--- src/tsf_map.svh ---
`ifndef TSF_MAP_SVH
`define TSF_MAP_SVH
`define TSF_CLK_HZ 125000000
`define TSF_BAUD 57600
`define TSF_BIT_CYC (`TSF_CLK_HZ / `TSF_BAUD)
`define TSF_HALF_CYC (`TSF_BIT_CYC / 2)
`define TSF_DATA_BITS 8
`define TSF_CHR_LF 8'h0a
`define TSF_CHR_CR 8'h0d
`define TSF_CHR_COMMA 8'h2c
`define TSF_CHR_QUERY 8'h3f
`define TSF_CRC_INIT 8'h00
`define TSF_CRC_POLY 8'h18
`define TSF_CRC_MASK 8'h7f
`define TSF_CRC_TOP 8'h80
`define TSF_NAME_LEN 3
`define TSF_PERIOD_CYC 32'd125000000
`endif

--- src/tsf_pkg.sv ---
package tsf_pkg;
	typedef logic [7:0] tsf_byte_type;
	typedef logic [23:0] tsf_name_type;
	// Gray codes along the usual path
	typedef enum logic [2:0]
	{
		TSF_IDLE = 3'h0,
		TSF_START = 3'h1,
		TSF_DATA = 3'h3,
		TSF_STOP = 3'h2
	} tsf_uart_type;
	typedef enum logic [2:0]
	{
		TSF_TX_IDLE = 3'h0,
		TSF_TX_BODY = 3'h1,
		TSF_TX_HI = 3'h3,
		TSF_TX_LO = 3'h2,
		TSF_TX_CR = 3'h6,
		TSF_TX_LF = 3'h7
	} tsf_txseq_type;
endpackage : tsf_pkg

--- src/tsf_link_if.sv ---
`timescale 1ns/1ns
`default_nettype none
interface tsf_link_if;
	logic devToHost;
	logic hostToDev;
	modport devEnd (output devToHost, input hostToDev);
	modport hostEnd (input devToHost, output hostToDev);
endinterface : tsf_link_if
`default_nettype wire

--- src/tsf_device.sv ---
`include "tsf_map.svh"
`timescale 1ns/1ns
`default_nettype none
module tsf_device
(
	// System
	input wire logic clock,
	input wire logic rst,
	// Link
	tsf_link_if.devEnd link,
	// Sentence to send: body is name, fields and final comma
	input wire tsf_pkg::tsf_byte_type txByte,
	input wire logic txValid,
	input wire logic txLast,
	output logic txReady,
	// Name polling support (one pollable name)
	input wire tsf_pkg::tsf_name_type pollName,
	// Events
	output logic requestSeen,
	output tsf_pkg::tsf_name_type requestName,
	output logic periodicTick,
	output logic frameError,
	output logic crcError,
	// Received sentence bytes of every line, passed on before the line check
	output tsf_pkg::tsf_byte_type rxByte,
	output logic rxValid,
	output logic rxEnd
);
	import tsf_pkg::*;

	// ----------------------------------------
	// Shared helpers
	// ----------------------------------------
	function automatic tsf_byte_type crcStep(input tsf_byte_type c, input tsf_byte_type d);
		tsf_byte_type r;
		logic fb;
		r = c;
		for (int i = 0; i < `TSF_DATA_BITS; i++)
		begin
			fb = r[0] ^ d[i];
			if (fb)
				r = r ^ `TSF_CRC_POLY;
			r = (r >> 1) & `TSF_CRC_MASK;
			if (fb)
				r = r | `TSF_CRC_TOP;
		end
		return r;
	endfunction : crcStep

	function automatic tsf_byte_type hexChr(input logic [3:0] n);
		return (n < 4'ha) ? (8'h30 + {4'h0, n}) : (8'h37 + {4'h0, n});
	endfunction : hexChr

	function automatic logic [4:0] hexVal(input tsf_byte_type c);
		if (c >= 8'h30 && c <= 8'h39)
			return {1'b1, c[3:0]};
		if (c >= 8'h41 && c <= 8'h46)
			return {1'b1, c[3:0] + 4'h9};
		return 5'h00;
	endfunction : hexVal

	// ----------------------------------------
	// State
	// ----------------------------------------
	typedef struct packed
	{
		logic rxMeta;
		logic rxSync;
		tsf_uart_type rxSt;
		logic [11:0] rxCnt;
		logic [2:0] rxBit;
		tsf_byte_type rxShift;
		tsf_byte_type rxCrc;
		tsf_byte_type prev1;
		tsf_byte_type prev2;
		tsf_byte_type crcAt1;
		tsf_byte_type crcAt2;
		logic [7:0] lineLen;
		logic [1:0] commaCnt;
		logic inName;
		tsf_name_type name;
		logic [7:0] afterFirst;
		logic queryField;
		logic reqPend;
		tsf_name_type reqName;
		tsf_uart_type txSt;
		logic [11:0] txCnt;
		logic [2:0] txBit;
		logic [8:0] txShift;
		logic txLine;
		tsf_txseq_type seq;
		tsf_byte_type txCrc;
		logic [1:0] bufCnt;
		tsf_byte_type buf0;
		tsf_byte_type buf1;
		logic bufL0;
		logic bufL1;
		logic [31:0] perCnt;
		logic requestSeen;
		tsf_name_type requestName;
		logic periodicTick;
		logic frameError;
		logic crcError;
		logic txReady;
		tsf_byte_type rxByte;
		logic rxValid;
		logic rxEnd;
	} tsf_dev_type;

	tsf_dev_type st_ff;
	tsf_dev_type nxt_st;
	tsf_byte_type newByte;
	logic gotByte;
	logic [4:0] hHi;
	logic [4:0] hLo;

	always_comb
	begin
		nxt_st = st_ff;
		newByte = st_ff.rxShift;
		gotByte = 1'b0;
		hHi = hexVal(st_ff.prev2);
		hLo = hexVal(st_ff.prev1);
		nxt_st.rxMeta = link.hostToDev;
		nxt_st.rxSync = st_ff.rxMeta;
		nxt_st.requestSeen = 1'b0;
		nxt_st.periodicTick = 1'b0;
		nxt_st.frameError = 1'b0;
		nxt_st.crcError = 1'b0;
		nxt_st.rxValid = 1'b0;
		nxt_st.rxEnd = 1'b0;

		// ----------------------------------------
		// Receiver
		// ----------------------------------------
		// 8N1 sampling at link rate
		unique case (st_ff.rxSt)
			TSF_IDLE:
				if (!st_ff.rxSync)
				begin
					nxt_st.rxSt = TSF_START;
					nxt_st.rxCnt = 12'(`TSF_HALF_CYC);
				end
			TSF_START:
				if (st_ff.rxCnt == 12'h0)
				begin
					nxt_st.rxSt = st_ff.rxSync ? TSF_IDLE : TSF_DATA;
					nxt_st.rxCnt = 12'(`TSF_BIT_CYC - 1);
					nxt_st.rxBit = 3'h0;
				end
				else
					nxt_st.rxCnt = st_ff.rxCnt - 12'h1;
			TSF_DATA:
				if (st_ff.rxCnt == 12'h0)
				begin
					nxt_st.rxShift = {st_ff.rxSync, st_ff.rxShift[7:1]};
					nxt_st.rxCnt = 12'(`TSF_BIT_CYC - 1);
					nxt_st.rxBit = st_ff.rxBit + 3'h1;
					if (st_ff.rxBit == 3'h7)
						nxt_st.rxSt = TSF_STOP;
				end
				else
					nxt_st.rxCnt = st_ff.rxCnt - 12'h1;
			TSF_STOP:
				if (st_ff.rxCnt == 12'h0)
				begin
					nxt_st.rxSt = TSF_IDLE;
					gotByte = st_ff.rxSync;
				end
				else
					nxt_st.rxCnt = st_ff.rxCnt - 12'h1;
			default:
				nxt_st.rxSt = TSF_IDLE;
		endcase

		// ----------------------------------------
		// Line framing and check
		// ----------------------------------------
		if (gotByte)
		begin
			if (newByte == `TSF_CHR_LF || newByte == `TSF_CHR_CR)
			begin
				if (st_ff.lineLen != 8'h0)
				begin
					if (st_ff.commaCnt == 2'h0 || st_ff.lineLen < 8'h3)
						nxt_st.frameError = 1'b1;
					else if (!hHi[4] || !hLo[4] || {hHi[3:0], hLo[3:0]} != st_ff.crcAt2)
						nxt_st.crcError = 1'b1;
					else
					begin
						nxt_st.rxEnd = 1'b1;
						// Lone query field, then comma and hex pair
						if (st_ff.queryField && st_ff.afterFirst == 8'h4 && st_ff.commaCnt == 2'h2)
						begin
							if (st_ff.name == pollName)
							begin
								nxt_st.requestSeen = 1'b1;
								nxt_st.requestName = st_ff.name;
								nxt_st.reqPend = 1'b1;
								nxt_st.reqName = st_ff.name;
							end
						end
					end
				end
				nxt_st.rxCrc = `TSF_CRC_INIT;
				nxt_st.crcAt1 = `TSF_CRC_INIT;
				nxt_st.crcAt2 = `TSF_CRC_INIT;
				nxt_st.lineLen = 8'h0;
				nxt_st.commaCnt = 2'h0;
				nxt_st.inName = 1'b1;
				nxt_st.name = '0;
				nxt_st.afterFirst = 8'h0;
				nxt_st.queryField = 1'b0;
			end
			else
			begin
				nxt_st.crcAt2 = st_ff.crcAt1;
				nxt_st.crcAt1 = st_ff.rxCrc;
				nxt_st.rxCrc = crcStep(st_ff.rxCrc, newByte);
				nxt_st.prev2 = st_ff.prev1;
				nxt_st.prev1 = newByte;
				if (st_ff.lineLen != 8'hff)
					nxt_st.lineLen = st_ff.lineLen + 8'h1;
				nxt_st.rxByte = newByte;
				nxt_st.rxValid = 1'b1;
				if (newByte == `TSF_CHR_COMMA)
				begin
					nxt_st.inName = 1'b0;
					if (st_ff.commaCnt != 2'h3)
						nxt_st.commaCnt = st_ff.commaCnt + 2'h1;
				end
				else if (st_ff.inName)
					nxt_st.name = {st_ff.name[15:0], newByte};
				if (!st_ff.inName && st_ff.afterFirst != 8'hff)
					nxt_st.afterFirst = st_ff.afterFirst + 8'h1;
				if (!st_ff.inName && st_ff.afterFirst == 8'h0)
					nxt_st.queryField = (newByte == `TSF_CHR_QUERY);
			end
		end

		// ----------------------------------------
		// Periodic timer
		// ----------------------------------------
		// Periodic sentence tick
		if (st_ff.perCnt == 32'h0)
		begin
			nxt_st.perCnt = `TSF_PERIOD_CYC - 32'h1;
			nxt_st.periodicTick = 1'b1;
		end
		else
			nxt_st.perCnt = st_ff.perCnt - 32'h1;

		// ----------------------------------------
		// Transmit sequencer and UART
		// ----------------------------------------
		if (st_ff.txSt == TSF_IDLE && !st_ff.txLine)
		begin
			unique case (st_ff.seq)
				TSF_TX_IDLE, TSF_TX_BODY:
					if (st_ff.bufCnt != 2'h0)
					begin
						nxt_st.txShift = {st_ff.buf0, 1'b0};
						nxt_st.txLine = 1'b1;
						nxt_st.txCrc = crcStep(st_ff.txCrc, st_ff.buf0);
						nxt_st.seq = st_ff.bufL0 ? TSF_TX_HI : TSF_TX_BODY;
						nxt_st.buf0 = st_ff.buf1;
						nxt_st.bufL0 = st_ff.bufL1;
						nxt_st.bufCnt = st_ff.bufCnt - 2'h1;
					end
				TSF_TX_HI:
				begin
					nxt_st.txShift = {hexChr(st_ff.txCrc[7:4]), 1'b0};
					nxt_st.txLine = 1'b1;
					nxt_st.seq = TSF_TX_LO;
				end
				TSF_TX_LO:
				begin
					nxt_st.txShift = {hexChr(st_ff.txCrc[3:0]), 1'b0};
					nxt_st.txLine = 1'b1;
					nxt_st.seq = TSF_TX_CR;
				end
				TSF_TX_CR:
				begin
					nxt_st.txShift = {`TSF_CHR_CR, 1'b0};
					nxt_st.txLine = 1'b1;
					nxt_st.seq = TSF_TX_LF;
				end
				TSF_TX_LF:
				begin
					nxt_st.txShift = {`TSF_CHR_LF, 1'b0};
					nxt_st.txLine = 1'b1;
					nxt_st.seq = TSF_TX_IDLE;
					nxt_st.txCrc = `TSF_CRC_INIT;
				end
				default:
					nxt_st.seq = TSF_TX_IDLE;
			endcase
		end
		if (st_ff.txLine)
		begin
			nxt_st.txLine = 1'b0;
			nxt_st.txSt = TSF_START;
			nxt_st.txBit = 3'h0;
			// Start bit shows since the load, so one cycle less here
			nxt_st.txCnt = 12'(`TSF_BIT_CYC - 2);
		end
		else if (st_ff.txSt != TSF_IDLE)
		begin
			if (st_ff.txCnt != 12'h0)
				nxt_st.txCnt = st_ff.txCnt - 12'h1;
			else if (st_ff.txSt == TSF_STOP)
				nxt_st.txSt = TSF_IDLE;
			else
			begin
				// Nine shifts: data bits, then the stop bit
				nxt_st.txShift = {1'b1, st_ff.txShift[8:1]};
				nxt_st.txCnt = 12'(`TSF_BIT_CYC - 1);
				if (st_ff.txSt == TSF_START)
					nxt_st.txSt = TSF_DATA;
				else
				begin
					nxt_st.txBit = st_ff.txBit + 3'h1;
					if (st_ff.txBit == 3'h7)
						nxt_st.txSt = TSF_STOP;
				end
			end
		end

		// Buffer fill after drain so both may happen in one cycle
		if (txValid && st_ff.txReady)
		begin
			if (nxt_st.bufCnt == 2'h0)
			begin
				nxt_st.buf0 = txByte;
				nxt_st.bufL0 = txLast;
			end
			else
			begin
				nxt_st.buf1 = txByte;
				nxt_st.bufL1 = txLast;
			end
			nxt_st.bufCnt = nxt_st.bufCnt + 2'h1;
		end
		// Room flag follows this cycle's drain and fill
		nxt_st.txReady = (nxt_st.bufCnt != 2'h2);
		// New request wins over the clear
		if (st_ff.reqPend && st_ff.seq == TSF_TX_IDLE && !nxt_st.requestSeen)
			nxt_st.reqPend = 1'b0;
	end

	always_ff @(posedge clock or posedge rst)
	begin
		if (rst)
		begin
			st_ff <= '0;
			st_ff.rxMeta <= 1'b1;
			st_ff.rxSync <= 1'b1;
			st_ff.txShift <= 9'h1ff;
			st_ff.inName <= 1'b1;
			st_ff.perCnt <= `TSF_PERIOD_CYC - 32'h1;
		end
		else
			st_ff <= nxt_st;
	end

	assign link.devToHost = st_ff.txShift[0];
	assign txReady = st_ff.txReady;
	assign requestSeen = st_ff.requestSeen;
	assign requestName = st_ff.requestName;
	assign periodicTick = st_ff.periodicTick;
	assign frameError = st_ff.frameError;
	assign crcError = st_ff.crcError;
	assign rxByte = st_ff.rxByte;
	assign rxValid = st_ff.rxValid;
	assign rxEnd = st_ff.rxEnd;
endmodule : tsf_device
`default_nettype wire

--- src/flat_wrapper.sv ---
// flat-port wrapper written by rule: the top's interface ports become plain ports
module tsf_device_flat import tsf_pkg::*;
  (clock, rst, txByte, txValid, txLast, txReady, pollName, requestSeen, requestName, periodicTick, frameError, crcError, rxByte, rxValid, rxEnd, link_devToHost, link_hostToDev);
  tsf_link_if link_i ();
  input wire logic clock;
  input wire logic rst;
  input wire tsf_pkg::tsf_byte_type txByte;
  input wire logic txValid;
  input wire logic txLast;
  output logic txReady;
  input wire tsf_pkg::tsf_name_type pollName;
  output logic requestSeen;
  output tsf_pkg::tsf_name_type requestName;
  output logic periodicTick;
  output logic frameError;
  output logic crcError;
  output tsf_pkg::tsf_byte_type rxByte;
  output logic rxValid;
  output logic rxEnd;
  output wire logic [$bits(link_i.devToHost)-1:0] link_devToHost;
  input wire logic [$bits(link_i.hostToDev)-1:0] link_hostToDev;
  assign link_devToHost = link_i.devToHost;
  assign link_i.hostToDev = link_hostToDev;
  tsf_device u_core (.clock(clock), .rst(rst), .link(link_i), .txByte(txByte), .txValid(txValid), .txLast(txLast), .txReady(txReady), .pollName(pollName), .requestSeen(requestSeen), .requestName(requestName), .periodicTick(periodicTick), .frameError(frameError), .crcError(crcError), .rxByte(rxByte), .rxValid(rxValid), .rxEnd(rxEnd));
endmodule
--- config.mk ---
export PLATFORM = sky130hd
export DESIGN_NAME = tsf_device_flat
export DESIGN_NICKNAME = d
export VERILOG_FILES = /design/src/tsf_pkg.sv /design/src/tsf_link_if.sv /design/src/tsf_device.sv /design/src/flat_wrapper.sv
export VERILOG_INCLUDE_DIRS = /design/src
export SDC_FILE = /design/constraint.sdc
export NUM_CORES = 1
export LEC_CHECK = 0
export BUFFER_PORTS_ARGS = -buffer_cell sky130_fd_sc_hd__buf_2
export CAP_MARGIN = 15
export CORE_MARGIN = 5
export CORE_UTILIZATION = 50
export CTS_CLUSTER_SIZE = 28
export DETAILED_ROUTE_END_ITERATION = 7
export PLACE_DENSITY = 0.68
export SLEW_MARGIN = 15
export SYNTH_ARGS = -nofsm -noshare
export SYNTH_HDL_FRONTEND = slang
export SYNTH_SLANG_ARGS = --single-unit
--- constraint.sdc ---
create_clock -name clock -period 14.1 [get_ports clock]
set_input_delay 0 -clock clock [delete_from_list [all_inputs] [get_ports clock]]
set_output_delay 0 -clock clock [all_outputs]
set_load 0.005 [all_outputs]
## Word level (Yosys, flattened, before mapping)

Index checks and enable logic that the tools add are counted.

- Mux-type cells: 154
- Bitwise operators: 36
- $add $sub $neg: 16
- $lt $le $gt $ge: 11
- Reductions and logical operators: 64
- Equality and inequality tests: 37

Operators by type and width:

| kind | number |
|---|---|
| 8-bit two-way mux | 58 |
| 25-bit two-way mux | 7 |
| 5-bit two-way mux | 24 |
| 24-bit two-way mux | 3 |
| 31-bit two-way mux | 2 |
| 60-bit two-way mux | 1 |
| 10-bit case mux with 5 select lines | 1 |
| 12-bit two-way mux | 4 |
| 12-bit case mux with 3 select lines | 1 |
| 32-bit zero test | 1 |
| 32-bit two-way mux | 1 |
| 2-bit NOT | 16 |
| 32-bit by 1-bit subtractor with 32-bit output, second input constant | 1 |
| 3-bit two-way mux | 10 |
| 6-bit by 4-bit adder with 7-bit output, first input constant | 4 |
| 27-bit two-way mux | 1 |
| 24-bit equality test | 1 |
| 1-bit two-way mux | 24 |
| 3-bit case mux with 4 select lines | 2 |
| 12-bit by 1-bit subtractor with 12-bit output, second input constant | 2 |
| 2-bit nonzero test | 11 |
| 3-bit AND reduction | 7 |
| 20-bit two-way mux | 1 |
| 18-bit two-way mux | 1 |
| 49 further kinds | 134 |

- Flip-flop bits (word level): 234

## Depth between registers and ports, before layout

Gate-level depths: netlist of the first run.

- Depth in word-level cells: 52
- Gate-level depth with buffers: 13
- Mapped depth without buffers: 10

## Least setup slack after synthesis of the first run

OpenSTA, ideal clock, no wires.

- Path kind: register to register
- From: register u_core.st_ff[215] in the netlist's numbering
- To: register u_core.st_ff (netlist bit u_core.requestName[0])
- Data arrival time: 2.844 ns
- Cell stages (with the launch flop): 11
- Buffers on the path: 1
- Setup slack: 11.131 ns
- Setup time: 0.125 ns
- Cells stage by stage: dfrtp_1 inv_1 ha_1 nor3b_1 or4_1 and3_1 or4_4 a211oi_4 nand4_4 buf_6 mux2_4

- Longest elaborated chain between the ends: 11
- Elaborated cells on any way between the ends: 20
- Those cells by class: 1 x add/sub; 4 x order compare; 1 x eq/ne; 7 x mux; 1 x bitwise; 6 x reduce/logical

Ends and longest elaborated chain:

| item | RTL line | text |
|---|---|---|
| start, declared | tsf_device.sv:110 | `tsf_dev_type st_ff;` |
| start signal, assigned | tsf_device.sv:363 | `st_ff <= nxt_st;` |
| 8-bit by 7-bit greater-or-equal comparator with 1-bit output / 8-bit by 7-bit <= comparator with 1-bit output (equally long branches) | tsf_device.sv:57 | `if (c >= 8'h41 && c <= 8'h46)` |
| 1-bit logical AND | tsf_device.sv:57 |  |
| 1-bit two-way mux (2 in a row) | tsf_device.sv:57 |  |
| 5-bit two-way mux | tsf_device.sv:59 | `return 5'h00;` |
| 5-bit two-way mux * | tsf_device.sv:57 |  |
| parallel branches: the longest is 2 deep, another holds 8-bit != test | - |  |
| 1-bit logical OR * | tsf_device.sv:187 | `else if (!hHi[4] \|\| !hLo[4] \|\| {hHi[3:0], hLo[3:0]} != st_ff.crcAt2)` |
| 1-bit NOT (no line) * | - |  |
| 7-bit AND reduction (no line) * | - |  |

Every way passes the cells marked *. The select of a mux whose other input is x is not followed.
A chain may end at the register's enable or synchronous reset.

## Final worst setup path of the first run

- From: register u_core.st_ff[215] in the netlist's numbering
- To: register u_core.st_ff (netlist bit u_core.requestName[6])

The elaborated chain is that of the path after synthesis.

==> key figures, run 1 <==
Status
  • Status: completed

Logic synthesis
  • Yosys reg bits: 232
  • Register area share after synthesis: 0.488
  • Synth area leader: dfrtp_1
  • Ys async rst share: 1.00
  • Synth unique cells: 69
  • Commonest cells post-synth: dfrtp_1, nand2_1, nor2_1
  • Cells after Synth: 1225
  • Syn Nets: 1289
  • Synth Flop Type: dfrtp_1
  • Yosys top cell area share: 0.423
  • Cell area after synthesis: 12000 um2
  • Post-synth EDFFs: 0
  • Yosys warns: 0
  • Synth top area cells: dfrtp_1, dfstp_2, nand2_1, xnor2_1, nor2_1
  • Post-Syn Area per Cell: 9.76 um2

Setup path
  • Worst setup path class: register to register
  • Critical Path RT: 14.50 ns
  • Arrival time worst endpoint: 3.89 ns
  • Setup crit start kind: register
  • Worst Reg-to-Reg Cells: 9
  • Crit path max fanout: 24
  • Crit path capture type: register

Timing
  • Final setup TNS: 0 ns
  • Relative slew margins: 0.351
  • Max Clk Rate: 286 MHz
  • RSZ-0062 raised after global routing: false
  • Hold Fails Final Rpt: 0
  • Worst slew pin tran: 0.967 ns
  • Fin. max-slew vios: 0
  • Worst clock skew: 0.0108 ns
  • Hold_ws: 0.132 ns
  • Final Setup Violations: 0
  • Final period utilization: 0.248
  • Tmin final: 3.50 ns

Run
  • Maxcap violations: 0

Cells and area
  • P&R area growth vs syn: 11.2%
  • Final net count: 1329
  • N_diodes: 0
  • Fin cells: between 1500 and 2000
  • Share of cells above drive strength 1: 0.162

Die
  • Die Wd: 165 um
  • Die area: approximately 27000 um2
  • # rows: 56
  • Starting Density: 0.508
  • Ports: 77
  • Core area: about 24000 um2
  • Die Ht: 165 um

Global route
  • GR Overflow Total: 0
  • Vias in the first global route: 8644
  • Largest net degree at the start of global routing: 98
  • First-pass GRT wire length: 43400 um
  • Initial antenna violation count: 0
  • Gr usage total: 0.195

Route
  • Routed WL per cell: 16.2 um
  • Top Layer Used: met4
  • Final wirelength: approximately 26000 um
  • Routed met1 length: 12300 um
  • Antenna viol nets, final: 0
  • Via count: between 8000 and 9000
  • Initial DRT Pass Iterations: 5
  • Vias/cell: 5.41
  • Met2 routed WL: 12100 um
  • Detailed Route Iter0 Violations: 610
  • Met3 wire length: 1030 um
  • Post-route DRC: 0

CTS
  • CTS tree: done
  • TritonCTS buffer count: 25
  • CTS hold repair buffers: 12
  • Clk_lat worst skew: 0.52 ns
  • Clock sink count: 232
  • H-tree levels: 1
  • Post-CTS Setup Bufs: 0
  • Resize count post-CTS: 0
  • Worst-case clock buffer depth: 3
  • Worst-path clk slew: approximately 0.06 ns
  • Root buffer cell: clkbuf_16

Power and ir drop
  • Combinational share of power: 0.099
  • Pwr Total: 1.53 mW
  • Leakage: around 6.3 nW
  • Peak supply drop: about 76 uV
  • Pwr/cell area: approximately 120 nW/um2
  • Net Sw Frac: 0.237
  • Sw power: 0.363 mW
  • Clock share of power: 0.429
  • Sequential power share: 0.472
  • Internal: 1.17 mW

Place
  • Placed insts: 1545
  • DP HPWL: 17800 um
  • GPL Wtd Cong: ~0.84
  • I/O Buffers: 76

Min path
  • Worst Hold Class: input port to register
  • Hold Crit Depth: 2
-- power groups by stage --
| stage | Clock (mW) | Combinational, mW | Sequential, mW |
|---|---|---|---|
| 2_1_floorplan | 0 | 0.123 | 0.723 |
| 3_3_place_gp | 0 | 0.148 | 0.731 |
| 3_5_place_dp | 0 | 0.151 | 0.733 |
| 4_1_cts | 0.674 | 0.154 | 0.721 |
| 5_1_grt | 0.703 | 0.172 | 0.725 |
| 6_report | 0.657 | 0.151 | 0.722 |
-- sequential cells by signal, summed over array words and instances, names as in the netlist --
name	count
u_core.st_ff	191
u_core.requestName	24
u_core.newByte	8
u_core.crcError	1
u_core.frameError	1
u_core.link.devToHost	1
u_core.nxt_st	1
u_core.periodicTick	1
u_core.requestSeen	1
u_core.rxEnd	1
u_core.rxValid	1
u_core.txReady	1
-- metal layers --
layer	vias to the layer above	track usage
met2	157	0.317
met5	-	0
met3	36	0.0275
met1	4212	0.275
met4	0	0.0514
li1	4263	-
-- cell type report --
class                      instances  area, um2
fill                            2072      10200
sequential                       232       5840
multi-input combinational        872       5530
clock buffer                      35        693
timing repair buffer              92        531
tap                              319        399
inverter                          42        165
clock inverter                    10        135
-- metrics by stage --
| stage | instance area, um2 | util | setup WS, ns |
|---|---|---|---|
| after floorplan | 12000 | - | 7.79 |
| final | 13300 | 0.565 | 10.60 |
| after detailed placement | 12300 | 0.524 | 10.61 |
| after global routing | 13300 | 0.565 | 10.30 |
| after global placement | 12300 | 0.524 | 10.67 |
| after CTS | 13300 | 0.565 | 10.59 |
-- kinds of logic (layout without fill, tap and decap cells) --
group | count (synthesis) | in the layout | share of synthesized area
flip-flops | 232 | 232 | 0.488
buffers and inverters | 121 | 179 | 0.0493
AND/OR/NAND/NOR | 475 | 475 | 0.188
adder cells (fa/ha/maj) | 27 | 27 | 0.0282
XOR/XNOR | 112 | 112 | 0.0820
AO/OA/AOI/OAI | 196 | 196 | 0.101
multiplexers | 62 | 62 | 0.0629
-- critical path: stages (launching register included) --
cell and delay (ns):
dfrtp_1 0.43, inv_1 0.10, ha_1 0.22, nor3b_1 0.14, or4_1 0.60, and3_1 0.20, or4_4 0.42, a211oi_4 0.23
nand4_4 0.51, mux2_4 0.49
-- final timing paths --
kind                                               startpoint                                end  slack, ns
worst max-delay path            u_core.st_ff[215]$_DFFE_PP0P_  u_core.requestName[6]$_DFFE_PP0P_      10.60
worst min-delay path                           link_hostToDev       u_core.nxt_st[265]$_DFF_PP1_       0.13
worst max register to register  u_core.st_ff[215]$_DFFE_PP0P_  u_core.requestName[6]$_DFFE_PP0P_      10.60
worst min register to register   u_core.nxt_st[265]$_DFF_PP1_        u_core.st_ff[265]$_DFF_PP1_       0.36
max in group asynchronous                                 rst      u_core.st_ff[155]$_DFFE_PP0P_      12.54
min in group asynchronous                                 rst      u_core.st_ff[224]$_DFFE_PP0P_       0.14
-- placed cells by master (no fill, tap or decap), types with 12 or more instances in the layout --
cell type      count
nand4_1           14
a21oi_1           53
inv_1             40
xor2_1            31
buf_2             76
o21ai_0           68
a22o_1            17
mux2_4            20
or3_1             18
mux2i_1           17
dfstp_2           30
or4_1             12
nand2b_1          13
mux2_2            25
clkbuf_16         25
ha_1              27
nand2_1          202
dlygate4sd3_1     12
nand3_1           29
dfrtp_1          202
nor3_1            29
nor4_1            12
nor2_1            93
xnor2_1           81
Power figures use the tool's default switching activity.
==> run 2: changes to the inputs <==
--- a/config.mk
+++ b/config.mk
@@ -6,6 +6,7 @@
 export SDC_FILE = /design/constraint.sdc
 export NUM_CORES = 1
 export LEC_CHECK = 0
+export ABC_AREA = 1
 export BUFFER_PORTS_ARGS = -buffer_cell sky130_fd_sc_hd__buf_2
 export CAP_MARGIN = 15
 export CORE_MARGIN = 5
==> constraint.sdc (replaced) <==
create_clock -name clock -period 3.25 [get_ports clock]
set_input_delay 0 -clock clock [delete_from_list [all_inputs] [get_ports clock]]
set_output_delay 0 -clock clock [all_outputs]
set_load 0.005 [all_outputs]
==> run 2 against run 1 <==
Largest power group is now clock. Clock power increased to 4.8 times the previous value. Sequential share of layout area decreased by 3.5 points. Global-route usage increased by 1.6 points. Setup slack got worse by 10 ns. Clock-buffer cell count is the same. Worst hold slack worse by 0.012 ns. Critical path depth grew 1.
==> key figures, run 2 <==
Status
  • Status: completed

Timing
  • RSZ-0062 raised after global routing: false
  • Tmin final: 2.75 ns
  • Worst clock skew: approximately 0.016 ns
  • Worst slew pin tran: about 0.76 ns
  • Final setup TNS: 0 ns
  • Max Clk Rate: 363 MHz
  • Final period utilization: 0.847
  • Relative slew margins: 0.486
  • Final Setup Violations: 0
  • Hold Fails Final Rpt: 0
  • Fin. max-slew vios: 0

Logic synthesis
  • Cell area after synthesis: 12800 um2
  • Synth Area in XOR/XNOR: 0.0471
  • Synth area leader: dfrtp_1
  • Mux cell area share after synthesis: 0.00254
  • Synth unique cells: 56
  • Yosys top cell area share: 0.394
  • Post-synth EDFFs: 0
  • Count leader, synth: nand2_1
  • Commonest cells post-synth: nand2_1, inv_1, dfrtp_1
  • Synth top area cells: dfrtp_1, nand2_1, inv_1, dfstp_2, o21ai_0
  • Synth Flop Type: dfrtp_1
  • Post-synthesis compound-gate area fraction: 0.114
  • Syn Nets: around 1700
  • Largest family of logic cells by synthesized area: simple AND/OR/NAND/NOR gates
  • Post-synthesis simple-gate area fraction: 0.247
  • Post-Syn Area per Cell: 7.93 um2
  • Yosys reg bits: ~230
  • Yosys warns: 0
  • Ys async rst share: 1.00
  • Register area share after synthesis: 0.456
  • Cells after Synth: 1617
  • Synth Area in Adders: 0.0264

Setup path
  • Reg2reg end: u_core.requestSeen$_DFF_PP0_
  • Crit path capture type: register
  • Critical Path RT: about 3.7 ns
  • Worst Reg-to-Reg Cells: 10
  • R2R Setup Slk: between 0.4 and 0.5 ns
  • Critical R2R Launch: u_core.st_ff[156]$_DFFE_PP0P_
  • Arrival time worst endpoint: 3.20 ns
  • Crit path max fanout: 4
  • Slowest stage delay, CP: about 0.61 ns
  • Setup crit start kind: register
  • Critical-path cell list: inv_1, ha_1, nand3_1, inv_1, nand4_1, nor4_1, dlygate4sd3_1, nand4_1, dlygate4sd3_1, nor2_1
  • Cell at the slowest stage of the critical path: dlygate4sd3_1
  • Worst setup path class: register to register

Power and ir drop
  • Leakage: 7.00 nW
  • Pwr/cell area: 487 nW/um2
  • Pwr Total: 7.03 mW
  • Peak supply drop: 488 uV

Route
  • Routed WL per cell: 14.7 um
  • Final wirelength: 29800 um
  • Detailed Route Iter0 Violations: 884
  • Post-route DRC: 0
  • Initial DRT Pass Iterations: 5
  • Via count: ~11000
  • Antenna viol nets, final: 0
  • Vias/cell: 5.30

CTS
  • Root buffer cell: clkbuf_16
  • TritonCTS buffer count: 26
  • Clk_lat worst skew: about 0.53 ns
  • CTS tree: done
  • Clock sink count: approximately 230
  • Worst-path clk slew: 0.07 ns
  • H-tree levels: 1
  • Worst-case clock buffer depth: 3
  • Resize count post-CTS: 0

Min path
  • Hold Crit Depth: 7
  • Hold Crit Start: pollName[18]
  • Worst Hold Class: input port to register
  • Hold endpoint: u_core.requestName[8]$_DFFE_PP0P_

Die
  • Die area: 28900 um2
  • Ports: 77
  • Core area: around 25000 um2
  • Die Wd: approximately 170 um
  • Starting Density: 0.509
  • # rows: 58
  • Die Ht: 170 um

Run
  • Maxcap violations: 0

Cells and area
  • Fill cells: 2295
  • Largest register FFs: 191
  • Top reg by flops: u_core.st_ff
  • Final net count: about 1700
  • N_diodes: 0
  • Share of cells above drive strength 1: 0.129
  • P&R area growth vs syn: 12.6%
  • Utilization after layout: 0.573
  • Commonest non-fill, non-tap cells in the layout: nand2_1, inv_1, dfrtp_1
  • Most common cell after layout, fill and taps aside: nand2_1

Global route
  • Vias in the first global route: 10400
  • Largest net degree at the start of global routing: 106
  • GR Overflow Total: 0
  • First-pass GRT wire length: 51200 um
  • Gr usage total: 0.210
  • Initial antenna violation count: 1

Place
  • I/O Buffers: 76
  • DP HPWL: 21900 um
  • GPL Wtd Cong: 0.882
## run 2: cell types whose count changed in the layout (fill, tap and decap cells not counted), moves of 18 or more
cell / before / now
nand3_1: 29 / 103
mux2_2: 25 / 2
nor2_1: 93 / 142
or2_2: 6 / 24
xnor2_1: 81 / 29
or3_1: 18 / 0
nand2_1: 202 / 323
a21oi_1: 53 / 28
o21ai_0: 68 / 135
nand4_1: 14 / 55
o22ai_1: 3 / 38
mux2_4: 20 / 0
inv_1: 40 / 247
## run 2: layer usage
metal | global-route usage | part of all wire | up-vias
met5 | 0 | 0.00067 | -
met4 | 0.0559 | 0.026 | 2
met3 | 0.0295 | 0.042 | 52
met2 | 0.349 | 0.48 | 221
met1 | 0.292 | 0.45 | 5109
li1 | - | - | 5382
## run 2: where the power goes
group | leakage, nW | switching [mW] | internal, mW
clock | 0.455 | 1.19 | 1.98
sequential | 2.89 | 0.100 | 3.02
combinational | 3.66 | 0.449 | 0.297
total | 7.00 | 1.74 | 5.29
## run 2: layout make-up
class                           instances  area, um2  area share
Clock buffer                           35        736      0.0510
Clock inverter                         12        191      0.0133
Inverter                              261        983      0.0681
Multi-Input combinational cell       1060       5610       0.388
Sequential cell                       232       5840       0.405
Tap cell                              330        413      0.0286
Timing Repair Buffer                  103        661      0.0458
## run 2: per-stage QoR
step           instance area (um2)  hold slack, ns  setup slack [ns]  cells
6_report                     14400           0.120             0.497   2033
2_1_floorplan                12800         0.00448             0.239   1617
5_1_grt                      14400           0.113             0.185   2033
4_1_cts                      14400          0.0956             0.537   2033
3_5_place_dp                 13300       -0.000443             0.598   1970
3_3_place_gp                 13300        -0.00708             0.661   1970
## run 2: logic make-up (layout without fill, tap and decap cells)
| logic type | Yosys count | count (layout) |
|---|---|---|
| AO/OA/AOI/OAI | 254 | 254 |
| flip-flops | 232 | 232 |
| adder cells (fa/ha/maj) | 27 | 27 |
| multiplexers | 3 | 3 |
| buffers and inverters | 325 | 411 |
| AND/OR/NAND/NOR | 707 | 707 |
| XOR/XNOR | 69 | 69 |
## run 2: worst max-delay path by stage
stage / from / endpoint / slack (ns) / cells after the start
3_5_place_dp: u_core.st_ff[250]$_DFFE_PP0P_ / u_core.requestName[1]$_DFFE_PP0P_ / 0.60 / 12
4_1_cts: u_core.st_ff[250]$_DFFE_PP0P_ / u_core.requestName[14]$_DFFE_PP0P_ / 0.54 / 12
2_1_floorplan: rst / u_core.crcError$_DFF_PP0_ / 0.24 / 1
6_report: u_core.st_ff[156]$_DFFE_PP0P_ / u_core.requestSeen$_DFF_PP0_ / 0.50 / 10
5_1_grt: u_core.st_ff[250]$_DFFE_PP0P_ / u_core.requestName[5]$_DFFE_PP0P_ / 0.18 / 12
3_3_place_gp: u_core.st_ff[250]$_DFFE_PP0P_ / u_core.requestName[14]$_DFFE_PP0P_ / 0.66 / 12
## run 2: what timing repair did
item / CTS / global route
buffers inserted: 0 / 0
endpoints found under the hold margin: 225 / 0
hold buffers: 16 / 0
## run 2: critical path: cells and delay by family, from the launching register on
kind          cells  cell delay [ns]
buf+inv           4             1.42
flops             1             0.40
fa+ha+maj         1             0.20
simple gates      5             0.63
